$ cat config.mk
export PLATFORM = sky130hd
export DESIGN_NAME = sirp_device_flat
export DESIGN_NICKNAME = d
export VERILOG_FILES = /design/src/include/sirp_pkg.sv /design/src/include/sirp_if.sv /design/src/hdl/sirp_device.sv /design/src/flat_wrapper.sv
export VERILOG_INCLUDE_DIRS = /design/src /design/src/include
export SDC_FILE = /design/constraint.sdc
export NUM_CORES = 1
export LEC_CHECK = 0
export BUFFER_PORTS_ARGS = -buffer_cell sky130_fd_sc_hd__buf_2
export CORE_ASPECT_RATIO = 0.75
export CORE_UTILIZATION = 55
export CTS_CLUSTER_DIAMETER = 60
export DETAILED_ROUTE_END_ITERATION = 7
export PLACE_DENSITY_LB_ADDON = 0.25
export SYNTH_ARGS = -nofsm -noshare
export SYNTH_HDL_FRONTEND = slang
export SYNTH_SLANG_ARGS = --single-unit
$ cat constraint.sdc
create_clock -name ref_clk -period 1.6 [get_ports ref_clk]
set_input_delay 0.16 -clock ref_clk [delete_from_list [all_inputs] [get_ports ref_clk]]
set_output_delay 0.16 -clock ref_clk [all_outputs]
set_load 0.05 [all_outputs]
$ cat src/include/sirp_regs.svh
`ifndef SIRP_REGS_SVH
`define SIRP_REGS_SVH
// identity word field positions
`define SIRP_MAKER_MSB 31
`define SIRP_MAKER_LSB 21
`define SIRP_PART_MSB 20
`define SIRP_PART_LSB 7
`define SIRP_CAP_MSB 6
`define SIRP_CAP_LSB 3
`define SIRP_REV_MSB 2
`define SIRP_REV_LSB 0
// default field values, arbitrary
`define SIRP_MAKER_DEF 11'h155
`define SIRP_PART_DEF 14'h0a5a
`define SIRP_CAP_DEF 4'h3
`define SIRP_REV_DEF 3'h2
// default opcodes, arbitrary
`define SIRP_OP_IDENT 8'h9f
`define SIRP_OP_FAST_IDENT 8'h99
// link clock limits in MHz
`define SIRP_NORMAL_MAX_MHZ 40
`define SIRP_FAST_MAX_MHZ 104
// link clock divider (half period in ref_clk cycles), 80 ns half period
`define SIRP_HALF_NS 80
`define SIRP_CLK_NS 10
`define SIRP_HALF_CYC (`SIRP_HALF_NS / `SIRP_CLK_NS)
`endif

$ cat src/include/sirp_pkg.sv
package sirp_pkg;
   typedef enum logic [2:0] {
      SIRP_IDLE = 3'h0,
      SIRP_OPC = 3'h1,
      SIRP_DUMMY = 3'h3,
      SIRP_DATA = 3'h2,
      SIRP_DONE = 3'h6
   } sirp_state_e;
   typedef logic [31:0] sirp_word_t;
endpackage

$ cat src/include/sirp_if.sv
`timescale 1ns/1ps
`default_nettype none
interface sirp_if;
   logic selN;
   logic sclk;
   logic sdi;
   logic pauseN;
   logic sdo;
   logic sdoEn;
   modport device (input selN, input sclk, input sdi, input pauseN, output sdo, output sdoEn);
   modport master (output selN, output sclk, output sdi, output pauseN, input sdo, input sdoEn);
endinterface
`default_nettype wire

$ cat src/hdl/sirp_device.sv
// Operation
// [RULE1] part code is fourteen bits wide
// [RULE2] capacity code is four bits wide
// [RULE3] revision field three bits, fixed value
// [RULE4] normal read for link clock to 40 MHz
// [RULE5] normal opcode then four identity bytes out
// [RULE6] fast opcode, dummy byte, then four bytes
// [RULE7] fast read above 40 up to 104 MHz
// [RULE8] pause suspends transfer, keeps sequence state
// [RULE9] master lowers pause only while clock low
// [RULE10] master raises pause only while clock low
// [RULE11] clock edges during pause are ignored
// [RULE12] paused: input ignored, output high impedance
// [RULE13] paused sequence survives deselection
// [RULE14] reselect and release pause to continue
// [RULE15] identity word is read only
// [RULE16] field layout 31-21, 20-7, 6-3, 2-0
// [RULE17] maker code: three bank, eight code bits
// [RULE18] msb byte and bit first, mode 0/3
// [RULE19] opcodes are configurable constants
`timescale 1ns/1ps
`default_nettype none
`include "sirp_regs.svh"
module sirp_device
   import sirp_pkg::*;
#(
   parameter logic [2:0] MAKER_BANK = 3'(`SIRP_MAKER_DEF >> 8),
   parameter logic [7:0] MAKER_CODE = 8'(`SIRP_MAKER_DEF),
   parameter logic [13:0] PART_CODE = `SIRP_PART_DEF,
   parameter logic [3:0] CAP_CODE = `SIRP_CAP_DEF,
   parameter logic [2:0] REV_CODE = `SIRP_REV_DEF,
   parameter logic [7:0] OP_IDENT = `SIRP_OP_IDENT,
   parameter logic [7:0] OP_FAST_IDENT = `SIRP_OP_FAST_IDENT
) (
   // clock and reset
   input wire logic ref_clk,
   input wire logic sys_rst,
   // link
   sirp_if.device link,
   // user side status
   output logic busy,
   output logic paused
);
   // ***************************************************************
   // identity word
   // ***************************************************************
   sirp_word_t identityWord;
   // constant only; no path writes it [RULE15]
   always_comb begin
      identityWord = '0;
      identityWord[`SIRP_MAKER_MSB:`SIRP_MAKER_LSB] = {MAKER_BANK, MAKER_CODE}; // [RULE17] [RULE16]
      identityWord[`SIRP_PART_MSB:`SIRP_PART_LSB] = PART_CODE; // [RULE1]
      identityWord[`SIRP_CAP_MSB:`SIRP_CAP_LSB] = CAP_CODE; // [RULE2]
      identityWord[`SIRP_REV_MSB:`SIRP_REV_LSB] = REV_CODE; // [RULE3]
   end

   // ***************************************************************
   // pin synchronisers
   // ***************************************************************
   logic [3:0] syncA_q;
   logic [3:0] syncB_q;
   logic sclkOld_q;
   // two flops per pin before any logic looks at them
   // reset to the idle pin levels so no false clock edge follows reset
   always_ff @(posedge ref_clk) begin
      if (sys_rst) begin
         syncA_q <= 4'h9;
         syncB_q <= 4'h9;
         sclkOld_q <= 1'b0;
      end else begin
         syncA_q <= {link.selN, link.sclk, link.sdi, link.pauseN};
         syncB_q <= syncA_q;
         sclkOld_q <= syncB_q[2];
      end
   end
   logic selN, sclkS, sdiS, pauseNS, rise, fall;
   assign selN = syncB_q[3];
   assign sclkS = syncB_q[2];
   assign sdiS = syncB_q[1];
   assign pauseNS = syncB_q[0];
   assign rise = sclkS & ~sclkOld_q;
   assign fall = ~sclkS & sclkOld_q;

   // ***************************************************************
   // pause latch
   // ***************************************************************
   logic hold_q;
   logic selected;
   // pause takes effect while selected; release needs selection too [RULE14]
   always_ff @(posedge ref_clk) begin
      if (sys_rst) begin
         hold_q <= 1'b0;
      end else if (!selN) begin
         hold_q <= ~pauseNS; // [RULE8]
      end
   end
   // a held sequence outlives chip select going high [RULE13]
   assign selected = ~selN & ~hold_q & pauseNS;

   // ***************************************************************
   // command sequencer
   // ***************************************************************
   sirp_state_e state_q;
   logic [7:0] shiftIn_q;
   logic [2:0] bitCnt_q;
   logic [1:0] byteCnt_q;
   logic [31:0] shiftOut_q;
   logic outOn_q;
   logic lastByte;
   assign lastByte = bitCnt_q == 3'h7;
   // clock edges only count while selected and not held [RULE11]
   always_ff @(posedge ref_clk) begin
      if (sys_rst) begin
         state_q <= SIRP_IDLE;
         shiftIn_q <= 8'h00;
         bitCnt_q <= 3'h0;
         byteCnt_q <= 2'h0;
      end else if (selN && !hold_q) begin
         state_q <= SIRP_IDLE; // plain deselect ends the command
         bitCnt_q <= 3'h0;
         byteCnt_q <= 2'h0;
      end else if (selected && rise) begin
         shiftIn_q <= {shiftIn_q[6:0], sdiS}; // input sampled only unpaused [RULE12]
         bitCnt_q <= bitCnt_q + 3'h1;
         case (state_q)
            SIRP_IDLE, SIRP_OPC: begin
               state_q <= SIRP_OPC;
               if (lastByte) begin
                  // opcodes are parameters [RULE19]
                  if ({shiftIn_q[6:0], sdiS} == OP_IDENT) begin
                     state_q <= SIRP_DATA; // [RULE5] [RULE4]
                  end else if ({shiftIn_q[6:0], sdiS} == OP_FAST_IDENT) begin
                     state_q <= SIRP_DUMMY; // [RULE6] [RULE7]
                  end else begin
                     state_q <= SIRP_DONE;
                  end
               end
            end
            SIRP_DUMMY: begin
               if (lastByte) begin
                  state_q <= SIRP_DATA; // [RULE6]
               end
            end
            SIRP_DATA: begin
               if (lastByte) begin
                  byteCnt_q <= byteCnt_q + 2'h1;
                  if (byteCnt_q == 2'h3) begin
                     state_q <= SIRP_DONE; // four bytes, no wrap [RULE5]
                  end
               end
            end
            SIRP_DONE: state_q <= SIRP_DONE;
            default: state_q <= SIRP_IDLE;
         endcase
      end
   end

   // ***************************************************************
   // output shifter
   // ***************************************************************
   // load on entry, change on falling edge so master samples on rise
   always_ff @(posedge ref_clk) begin
      if (sys_rst) begin
         shiftOut_q <= 32'h0000_0000;
         outOn_q <= 1'b0;
      end else if (selN && !hold_q) begin
         outOn_q <= 1'b0;
      end else if (selected && fall) begin
         if (state_q == SIRP_DATA && !outOn_q) begin
            shiftOut_q <= identityWord; // msb byte, msb bit first [RULE18]
            outOn_q <= 1'b1;
         end else if (state_q == SIRP_DATA) begin
            shiftOut_q <= {shiftOut_q[30:0], 1'b0}; // [RULE18]
         end else begin
            outOn_q <= 1'b0;
         end
      end
   end
   // high impedance while held [RULE12]
   assign link.sdo = shiftOut_q[31];
   assign link.sdoEn = outOn_q & selected;
   assign busy = state_q != SIRP_IDLE;
   assign paused = hold_q;
endmodule // sirp_device
`default_nettype wire

$ cat src/flat_wrapper.sv
// flat-port wrapper written by rule: the top's interface ports become plain ports
module sirp_device_flat import sirp_pkg::*;
#(
   parameter logic [2:0] MAKER_BANK = 3'(`SIRP_MAKER_DEF >> 8),
   parameter logic [7:0] MAKER_CODE = 8'(`SIRP_MAKER_DEF),
   parameter logic [13:0] PART_CODE = `SIRP_PART_DEF,
   parameter logic [3:0] CAP_CODE = `SIRP_CAP_DEF,
   parameter logic [2:0] REV_CODE = `SIRP_REV_DEF,
   parameter logic [7:0] OP_IDENT = `SIRP_OP_IDENT,
   parameter logic [7:0] OP_FAST_IDENT = `SIRP_OP_FAST_IDENT
)
  (ref_clk, sys_rst, busy, paused, link_selN, link_sclk, link_sdi, link_pauseN, link_sdo, link_sdoEn);
  sirp_if link_i ();
  input wire logic ref_clk;
  input wire logic sys_rst;
  output logic busy;
  output logic paused;
  input wire logic [$bits(link_i.selN)-1:0] link_selN;
  input wire logic [$bits(link_i.sclk)-1:0] link_sclk;
  input wire logic [$bits(link_i.sdi)-1:0] link_sdi;
  input wire logic [$bits(link_i.pauseN)-1:0] link_pauseN;
  output wire logic [$bits(link_i.sdo)-1:0] link_sdo;
  output wire logic [$bits(link_i.sdoEn)-1:0] link_sdoEn;
  assign link_i.selN = link_selN;
  assign link_i.sclk = link_sclk;
  assign link_i.sdi = link_sdi;
  assign link_i.pauseN = link_pauseN;
  assign link_sdo = link_i.sdo;
  assign link_sdoEn = link_i.sdoEn;
  sirp_device #(.MAKER_BANK(MAKER_BANK), .MAKER_CODE(MAKER_CODE), .PART_CODE(PART_CODE), .CAP_CODE(CAP_CODE), .REV_CODE(REV_CODE), .OP_IDENT(OP_IDENT), .OP_FAST_IDENT(OP_FAST_IDENT)) u_core (.ref_clk(ref_clk), .sys_rst(sys_rst), .link(link_i), .busy(busy), .paused(paused));
endmodule
==> results of run 1 <==
[final cells by class]
type	count	area [um^2]
Inverter	2	7.51
Multi-Input combinational cell	176	933
Timing Repair Buffer	23	181
Fill cell	318	1230
Clock inverter	1	5.00
Tap cell	52	65.1
Sequential cell	57	1140
Clock buffer	12	145
[cell usage in the layout, fill, tap and decap left out, drive strengths merged, types with 2 or more instances in the layout]
master and instances:
nor3b 2, nor2b 7, and2 2, a211oi 2, inv 2, buf 23, ha 3, clkbuf 12
nand2 43, or2 4, dfxtp 57, nor2 19, nand3 18, a21oi 31, and3 2, nor3 27
xor2 2, nand2b 2
[cells in the mapped netlist (all sizes together), types with 3 or more instances]
| master | count |
|---|---|
| buf | 8 |
| nor2 | 19 |
| or2 | 4 |
| a21oi | 31 |
| ha | 3 |
| nor3 | 27 |
| nand3 | 18 |
| nand2 | 43 |
| nor2b | 7 |
| clkbuf | 8 |
| dfxtp | 57 |
[stage by stage]
step | utilization | instance area, um^2
after floorplan | - | 2170
after global placement | 0.622 | 2310
after detailed placement | 0.622 | 2310
after CTS | 0.663 | 2460
after global routing | 0.668 | 2480
final | 0.668 | 2480
[repair_timing]
item / in CTS / in global routing
setup endpoints to repair: 1 / 12
buffers inserted: 0 / 2
pin swaps: 0 / 1
gates resized for setup: 1 / 2
[routing by layer]
layer / vias up / routed length, um
li1: 883 / -
met1: 778 / 1940
met2: 27 / 1600
met3: 4 / 150
met4: 0 / 37
met5: - / 0
[flip-flops by register name (all words and copies together), names as in the netlist]
register	flops
u_core.state_q	3
u_core.outOn_q	1
u_core.syncB_q	4
u_core.byteCnt_q	2
u_core.shiftOut_q	31
u_core.bitCnt_q	3
u_core.paused	1
u_core.sclkOld_q	1
u_core.shiftIn_q	7
u_core.syncA_q	4
[worst paths after layout]
kind	cells after the start	end	slack [ns]	startpoint
worst max-delay path	3	busy	0.05	u_core.state_q[0]
worst min-delay path	2	u_core.syncA_q[0]	0.02	link_pauseN
worst max register to register	5	u_core.state_q[0]	0.17	u_core.bitCnt_q[0]
worst min register to register	1	u_core.syncB_q[0]	0.41	u_core.syncA_q[0]
[cell families (layout without fill, tap and decap cells)]
family,count (synthesis),in the layout,synth area share
flops,57,57,0.525
compound gates,39,39,0.103
mux,1,1,0.00461
buf+inv,18,38,0.0455
simple gates,130,130,0.293
fa+ha+maj,3,3,0.0173
xor+xnor,3,3,0.0121
[worst reg2reg max path, delay by kind of cell, from the launching register on]
family	cells	cell delay, ns
compound gates	3	0.64
fa+ha+maj	2	0.39
flops	1	0.32
[power breakdown]
part	switching, uW	total, uW	internal (uW)
registers	5.44	1440	1430
logic	36.2	57.5	21.3
clock network	472	1050	575
==> summary.md, run 1 <==
In the post-synthesis netlist, the biggest area contributors are dfxtp_1 (53%), nand2_1 (7.4%), a21oi_1 (7.1%). The critical path's largest stage delay is 0.36 ns. The tree is rooted in a clkbuf_8. Data arrives at the worst endpoint at 1.39 ns.

Cell type of the slowest stage on the worst timing path: or3_1. Type of the worst min-delay path: in -> reg. Setup total negative slack on the finished layout was measured at 0 ns. The tools report the kind of end point of the critical path as an output pin. The largest area contributor in the netlist was dfxtp_1.

The count of buffering cells on the critical path with inverters included was 2; the total I/O pin count was 10. The detailed-route DRC error count is 0, and the leftover overflow at the end of global routing is 0. The global routing met2 resource utilization is 0.284.

The pre-antenna-repair detailed-routing pass consisted of 4 iterations. The floorplan has 19 rows. In this run, synthesis produced a sequential element count of 57. Compared with the post-synthesis result, the final layout area differs by 14.1%. Synthesis instantiated 33 different standard cells from the library.

From left edge to right edge, the die measures 74.6 um. The layer flagged by global routing as most heavily used is met2. The wire-length estimate of the detail-placed layout is 2220 um. After detailed placement, the design holds a cell count of 308. The clock period could shrink to 1.55 ns. Final hold analysis gives a worst-case slack of 0.0245 ns.

Counting flops with a built-in enable in the synthesized netlist gives 0. TritonCTS built the clock tree. Entering global routing, the biggest net connects 48 pins. The violation count after the first detailed-routing iteration is 96. After detailed routing, the number of vias per cell comes to 5.24. For this run, the leading register cell type out of synthesis is dfxtp_1. The final count of hold timing violations is 0, and the overall power consumption is 2540 uW. Final instance count without filler cells: 323.

The initial antenna violation count was 0. Synthesis produced a netlist with a net count of 260. The run gives 0.206 as the global router's overall resource usage. The relative slew slack is 0.693, and the pin slew with the least headroom to its limit is 0.461 ns. The Yosys step of the flow raised 0 warnings. Counting every instance in the synthesized netlist gives 251.

The tools report the initial standard-cell utilization of the core as 0.586. Dividing the detail-routed wire length by the instance count gives 11.5 um. After clock tree synthesis, the clock-pin slew on the worst setup and hold paths is 0.06 ns. Worst IR drop on VDD: 722 uV. The number of routed nets with antenna violations is 0. Before CTS, the worst setup slack after placement is 0.114 ns.

Across all setup checks in the final design, the least slack found is 0.0529 ns. The static leakage power is 0.000898 uW, and the routability congestion estimate from global placement is 0.802. The run gives 0 as the count of antenna diodes in the layout.

The maximum clock skew at final layout came out at 0.00636 ns. The signal on the critical path passes through buf_4, or3_1, buf_2. The largest fanout of any net on the critical path was 5. For the worst-skew pair, the clock arrives at the later sink with an insertion delay of 0.32 ns. Counting every sink on the clock net gives 57. For this run, the top clock speed supported by timing is 646 MHz. The cell family contributing the most delay on the critical path is buffers and inverters. The tools report the part of the Yosys area used for sequential elements as 0.525.

The tools report the type of element launching the critical path as a flip-flop. In this run the number of H-tree levels came out at 3. The via count of the first global-routing pass is 1463. The area share of the largest cell type after synthesis is 0.525, and the total die area is 0.00421 mm^2. The fraction of the cycle the final worst path needs came out at 0.967. The max capacitance violation total came out at 0. At the worst endpoint, the required time is 1.44 ns. Input and output buffers added on the ports amount to 9. The final setup violation count was 0; the global-route wire length before repair was 6410 um. The die is 56.4 um tall.

The flow ran to the end, and the final reports show no timing, DRC or antenna violations. The final max-slew violation count is 0. The proportion of layout cells with a drive suffix above 1 was 0.155; the hold-fix buffer count after cts was 0. Buffers inserted during clock tree synthesis total 9. The fraction of synthesis flops using an asynchronous set or reset pin was 0. Detailed routing inserted a total of 1692 vias.

The clock passes through at most 2 buffers. In this run the power density over the cells is 1030 mW/mm^2. The core region is 0.00371 mm^2.

The critical path in this run is classified as reg -> out. The net count of the finished layout is 278, and the global routing usage on met3 is 0.0808. Wires add up to 3730 um.

A synthesized cell averages 8.65 um^2. The cell area that synthesis handed to floorplanning was 0.00217 mm^2. The met1 demand-to-capacity share in global routing is 0.283.
(Power assumes the default switching activity.)
==> run 2: changes to the inputs <==
--- a/config.mk
+++ b/config.mk
@@ -6,6 +6,7 @@
 export SDC_FILE = /design/constraint.sdc
 export NUM_CORES = 1
 export LEC_CHECK = 0
+export ABC_AREA = 1
 export BUFFER_PORTS_ARGS = -buffer_cell sky130_fd_sc_hd__buf_2
 export CORE_ASPECT_RATIO = 0.75
 export CORE_UTILIZATION = 55
==> run 2 against run 1 <==
  * First-iteration DRC count rose by 93%
  * Power rose by 28%
  * Fmax grew 4.8%
  * Critical path type unchanged
  * Setup slack improved by 0.071 ns
  * Critical endpoint is now link_sdoEn
  * Global-route usage is 2.0 points higher
  * Clock power rose by 66%
==> summary.md, run 2 <==
Relative slew slack: 0.744. The proportion of layout cells with a drive suffix above 1 is 0.141. TritonCTS built the clock tree. Counting the buffers created by CTS gives 9. The area share of the largest cell type after synthesis is 0.496.

The buffer cell driving the clock tree root was clkbuf_8. The initial standard-cell utilization of the core was 0.601; the number of cell instances on the worst register-to-register path was 8. In this run the vertical extent of the chip is 58 um. Largest area contributor in the netlist: dfxtp_1.

Along the worst path, the maximum fanout reaches 4. Clock-pin slew was measured on the worst setup and hold paths at 0.06 ns. The tools report the placement row count as 19. After detailed routing, the number of remaining DRC violations is 0. The clock reaches the later pin of the worst-skew pair after 0.34 ns. The post-synthesis net count is 305. The x dimension of the die works out to 76.7 um. For the max capacitance violation total, the log shows 0. Counting flops and latches in the post-synthesis netlist gives 57. After routing, the total negative slack on setup checks comes to 0 ns. Setup repair after global routing left no endpoint under its margin. The run gives 57 as the number of clock sinks seen by CTS. Counting flops with a built-in enable in the synthesized netlist gives 0. The first global-routing pass estimated 7510 um of wire. The routability congestion estimate from global placement is 0.926, and the standard cell core area is 0.00383 mm^2. The critical path goes through nor2_2, nand2_2, nor2_2, buf_2. For the pin with the worst max-slew slack, the measured transition is 0.384 ns. The start of the worst register-to-register path was u_core.paused. The logs give 2720 um for the estimated wirelength of the detail-placed design and 0.226 for the global router's overall resource usage. Part of the Yosys area used for sequential elements: 0.496. After detailed routing, the average wire length per cell comes to 11.9 um.

The count of buffers added on input and output ports is 9. Setup violations remaining at the end of the flow were counted as 0. The net count of the finished layout is 317. By startpoint and endpoint, the worst setup path is classified as reg -> out. The count of buffering cells on the critical path with inverters included was 1; the static leakage power was 0.00110 uW.

The register with the most flip-flops in the layout has 31 of them. The final instance count without filler cells is 365. The final count of hold timing violations was 0. The largest registers in the layout are u_core.shiftOut_q x31, u_core.shiftIn_q x7.

The tools report the source of the worst hold timing path as link_sdi. The register with the most flip-flops in the final layout is u_core.shiftOut_q. Slack of the worst reg-to-reg path: 0.20 ns. The kind of end point of the critical path was an output pin. The netlist uses 22 different library cells.

In the post-synthesis netlist, the cell with the most instances is nand2_1. The tools report the via count of the first global-routing pass as 1734. 0 antenna diodes ended up in the layout. The worst hold path terminates at u_core.syncA_q[1]. The mean area per synthesized cell is 7.77 um^2. Leaving out fill and tap cells, the most frequent cells in the layout are nand2_1 (65), dfxtp_1 (57), a21oi_1 (39). Grouping stages by cell kind, the critical path spends the most delay in simple AND/OR/NAND/NOR gates. The detailed router finished its first iteration with 185 violations.

Type of element launching the critical path: a flip-flop. At the worst endpoint, the arrival time is 1.32 ns. For this design, the slowest cell found on the critical path is dfxtp_1. The cell repeated most along the worst path is nor2_2.

By area the synthesized netlist is led by dfxtp_1 (50%), nand2_1 (11%), a21oi_1 (8.5%). Along the worst hold path, the cell count comes to 3. The highest clock frequency the design can meet was 678 MHz; the synthesized netlist cell count was 296. The tools report the capture instance of the worst register-to-register path as u_core.byteCnt_q[0]. The synthesis-to-finish area growth works out to 14.9%. Among all flip-flop cells after synthesis, the most frequent one is dfxtp_1.

The run gives 0 as the final max-slew violation count. The run gives 0.00445 mm^2 as the total die area. In this run the count of I/O pins placed on the die edge is 10.

The fraction of synthesis flops using an asynchronous set or reset pin is 0. The total via count in the routed design was 1905; the leftover overflow at the end of global routing was 0. The commonest cells after synthesis are nand2_1 (65), dfxtp_1 (57), a21oi_1 (39), nor2_1 (35), inv_1 (24). The total detailed-routing wirelength is 4360 um, and the post-CTS setup buffer count is 0. The clock tree synthesis step divided the H-tree into 3 levels. The total power per unit cell area was 1230 mW/mm^2. The fraction of the cycle the final worst path needs came out at 0.922. The required time at the endpoint of the critical path was 1.44 ns. The clock arrives with 0.00818 ns of skew. The number of placed instances, taps included, is 347. The first-pass iteration count of the detailed router was 5. The tools report the synthesis warning total as 0. Entering global routing, the biggest net connects 36 pins.

The layout has 333 filler cells. Dividing the detail-routed via count by the number of cells gives 5.22. Counting along the longest clock path gives a buffer depth of 2. The mapped netlist covers 0.00230 mm^2. The worst IR drop on VDD is 977 uV, and the critical path's largest stage delay is 0.33 ns. After layout, the minimum clock period comes to 1.48 ns. The tools report the initial antenna violation count as 0. The detail route stage leaves a number of antenna-violating nets equal to 0. Type of the worst min-delay path: in -> reg. Leaving out fill and tap cells, the most frequent cell in the layout is nand2_1. The run finished with clean final reports.
[run 2: worst register-to-register path: cells and delay by family, from the launching register on]
family                 cells  cell delay, ns
buffers and inverters      1            0.14
flip-flops                 1            0.33
AND/OR/NAND/NOR            7            0.83
[run 2: how the worst max path moves through the flow]
stage               slack, ns               start  depth (start not counted)               endpoint
finish                   0.12       u_core.paused                          4             link_sdoEn
global route             0.05  u_core.bitCnt_q[0]                          7      u_core.state_q[1]
CTS                      0.11       u_core.paused                          4             link_sdoEn
detailed placement       0.18  u_core.bitCnt_q[0]                          7      u_core.state_q[2]
global placement         0.17  u_core.bitCnt_q[0]                          7      u_core.state_q[0]
floorplan                0.13       u_core.paused                          7  u_core.shiftOut_q[12]
[run 2: power breakdown]
| group | switching (uW) | total, uW | internal, uW |
|---|---|---|---|
| Clock | 550 | 1740 | 1190 |
| Sequential | 5.89 | 1440 | 1430 |
| Combinational | 46.1 | 69.3 | 23.2 |
[run 2: metrics by stage]
stage                     hold slack, ns   util  instance area (um^2)  power (uW)  setup slack, ns
after CTS                         0.0135  0.690                  2640        3270            0.110
after global placement             0.348  0.617                  2360        1530            0.171
final                             0.0189  0.690                  2640        3240            0.124
after detailed placement           0.347  0.617                  2360        1530            0.181
after global routing              0.0347  0.690                  2640        3340           0.0536
after floorplan                    0.264      -                  2300        1520            0.127
[run 2: final cells by class]
class	instances	area, um^2	share of cell area
clock buffer	10	128	0.0483
tap	52	65.1	0.0246
inverter	26	97.6	0.0369
multi-input combinational	196	963	0.365
clock inverter	6	130	0.0492
sequential	57	1140	0.432
timing repair buffer	18	118	0.0445
[run 2: layer usage]
metal  global-route usage  vias up  routed length (um)
li1                     -      994                   -
met1                0.276      863                2150
met2                0.347       38                1860
met3                0.106       10                 273
met4               0.0989        0                  76
met5                    0        -                   0
[run 2: cells by family after synthesis]
| kind of cell | synth area share |
|---|---|
| simple gates | 0.262 |
| compound gates | 0.138 |
| flops | 0.496 |
| buf+inv | 0.0871 |
| fa+ha+maj | 0.0163 |
[run 2: repair_timing]
action,CTS,global route
endpoints found under the setup margin,0,1
resized for setup,0,1
hold buffers,2,0
hold endpoints to repair,2,0
==> run 3: changes to the inputs <==
--- a/config.mk
+++ b/config.mk
@@ -8,7 +8,7 @@
 export LEC_CHECK = 0
 export ABC_AREA = 1
 export BUFFER_PORTS_ARGS = -buffer_cell sky130_fd_sc_hd__buf_2
-export CORE_ASPECT_RATIO = 0.75
+export CORE_ASPECT_RATIO = 0.6
 export CORE_UTILIZATION = 55
 export CTS_CLUSTER_DIAMETER = 60
 export DETAILED_ROUTE_END_ITERATION = 7
==> constraint.sdc (replaced) <==
create_clock -name ref_clk -period 1.6 [get_ports ref_clk]
set_input_delay 0.16 -clock ref_clk [delete_from_list [all_inputs] [get_ports ref_clk]]
set_output_delay 0.16 -clock ref_clk [all_outputs]
set_load 0.01 [all_outputs]
==> run 3 against run 2 <==
  * Flip-flop and latch count stayed put
  * Power is 7.3% lower
  * Die area is 0.13% higher
  * Sequential power hardly changed
  * Clock-buffer cell count is 1 higher
  * Cell count is 1.1% lower
  * Critical path depth is 1 lower
  * Largest power group unchanged
==> summary.md, run 3 (synthesized netlist as in run 2, its figures left out) <==
In this run the clock root is driven by a clkbuf_8. The number of routed nets with antenna violations came out at 0. Ranked by flip-flop count, first place goes to u_core.shiftOut_q.

Data on the critical path is required at its endpoint by 1.44 ns. Across the VDD grid, the largest voltage drop is 798 uV. The final max-slew violation count was 0; the largest fanout of any net on the critical path was 9.

Final core utilization: 0.682. The signal on the critical path passes through clkinvlp_4, nor2_1, buf_2. Flip-flop count of the largest register, all copies and words added: 31.

The critical path in this run is classified as reg -> out. The detailed router finished its first iteration with 111 violations. After detailed routing, the average wire length per cell comes to 12.1 um. The tools report the hold-fix buffer count after cts as 0. The worst path needs 1.53 ns of the cycle, external delays included. Net count of the finished layout: 318.

Dividing total power by cell area gives a power density of 1150 mW/mm^2. The placement row count was 17; the pin slew with the least headroom to its limit was 0.390 ns. The first TritonRoute pass finished after 6 iterations. TritonCTS built the clock tree. Critical path's largest stage delay: 0.56 ns. For the insertion delay to the later sink of the worst-skew pair, the log shows 0.33 ns. STA classifies the critical path startpoint as a flip-flop. Port buffer count: 9.

The count of antenna diodes in the layout was 0; the overall power consumption was 3010 uW. The clock passes through at most 2 buffers. STA classifies the critical path endpoint as an output pin. After detailed routing, the number of remaining DRC violations is 0.

Based on the critical path, the design can be clocked at up to 656 MHz. Across the run, the number of max-cap violations was 0. The x dimension of the die is 85.5 um, and the proportion of layout cells with a drive suffix above 1 is 0.153. For the standard cell core area, the log shows 0.00383 mm^2. The global router's overall resource usage came out at 0.218. The congestion estimate from routability-driven global placement came to 0.912.

After clock tree synthesis, the clock-pin slew on the worst setup and hold paths is 0.07 ns. The flow ran to the end, and the final reports show no timing, DRC or antenna violations. The run gives 0.601 as the initial standard-cell utilization of the core. The average vias per placed instance works out to 5.20. Entering global routing, the biggest net connects 37 pins. The fraction of the cycle the final worst path needs is 0.953, and the global-route wire length before repair is 7310 um. The run gives 0.0746 ns as the setup slack of the critical path after layout. The via count of the first global-routing pass was 1571; the number of clock buffers inserted by TritonCTS was 9.

In the final timing run, aggregate negative setup slack is 0 ns. In the final layout, the registers with the most flip-flops are u_core.shiftOut_q x31, u_core.shiftIn_q x7. The run gives 10 as the total I/O pin count. For the relative slew slack, the log shows 0.740. In this run the worst hold path is classified as in -> reg. The logs give 0 for the initial antenna violation count and 1.37 ns for the endpoint arrival time on the critical path. The total overflow left after global routing is 0. The pre-CTS setup slack was 0.189 ns. Across all layers, the routed design uses 1876 vias.

Once detailed placement completed, the half-perimeter wirelength came to 2790 um. In the layout the commonest cells are nand2_1 (65), dfxtp_1 (57), a21oi_1 (39). The final count of hold timing violations is 0, and the total detailed-routing wirelength is 4380 um. The total die area was 0.00445 mm^2. The run gives 3 as the number of H-tree levels. The static leakage power came out at 0.00109 uW. The die height was 52.1 um; the synthesis-to-finish area growth was 13.5%. The cell type of the slowest stage on the worst timing path is dfxtp_1.

Across the routed clock network, the largest skew measured is 0.00876 ns. The number of clock sinks seen by CTS is 57. Leaving out fill and tap cells, the most frequent cell in the layout is nand2_1.

Setup violations remaining at the end of the flow were counted as 0.
## run 3: layer usage
layer | global-route usage | up-vias | part of all wire
li1 | - | 1000 | -
met1 | 0.317 | 824 | 0.55
met2 | 0.296 | 42 | 0.39
met3 | 0.0667 | 10 | 0.045
met4 | 0.0917 | 0 | 0.013
met5 | 0 | - | 0
## run 3: report_power, final
part	total (uW)	switching [uW]	internal, uW
Clock	1510	552	956
Combinational	60.4	40.5	19.9
Sequential	1440	5.88	1430
Total	3010	598	2410
## run 3: worst max-delay path, delay by kind of cell (launching register included)
| kind | cells | cell delay [ns] |
|---|---|---|
| AND/OR/NAND/NOR | 1 | 0.12 |
| flip-flops | 1 | 0.56 |
| buffers and inverters | 2 | 0.35 |
## run 3: path summary, 6_finish.rpt
| path | slack (ns) | startpoint | cells after the start | end |
|---|---|---|---|---|
| worst max-delay path | 0.07 | u_core.outOn_q | 3 | link_sdoEn |
| worst min-delay path | 0.02 | link_selN | 2 | u_core.syncA_q[3] |
| worst max register to register | 0.19 | u_core.paused | 6 | u_core.shiftOut_q[4] |
| worst min register to register | 0.40 | u_core.syncA_q[1] | 2 | u_core.syncB_q[1] |
## run 3: area by class of cell
class | count | area, um^2
clock inverters | 5 | 77.6
fillers | 325 | 1220
inverters | 26 | 101
clock buffers | 11 | 151
flip-flops and latches | 57 | 1140
well taps | 47 | 58.8
repair buffers | 19 | 120
multi-input cells | 196 | 961
## run 3: metrics by stage
stage / area [um^2] / hold slack [ns] / std cells
4_1_cts: 2580 / 0.00209 / 358
2_1_floorplan: 2300 / 0.264 / 296
6_report: 2610 / 0.0155 / 361
5_1_grt: 2610 / 0.00743 / 361
3_3_place_gp: 2350 / 0.342 / 342
3_5_place_dp: 2350 / 0.344 / 342
## run 3: timing repair
item	4_1_cts	5_1_grt
gates resized for setup	0	2
setup endpoints to repair	0	2
buffers inserted	0	3
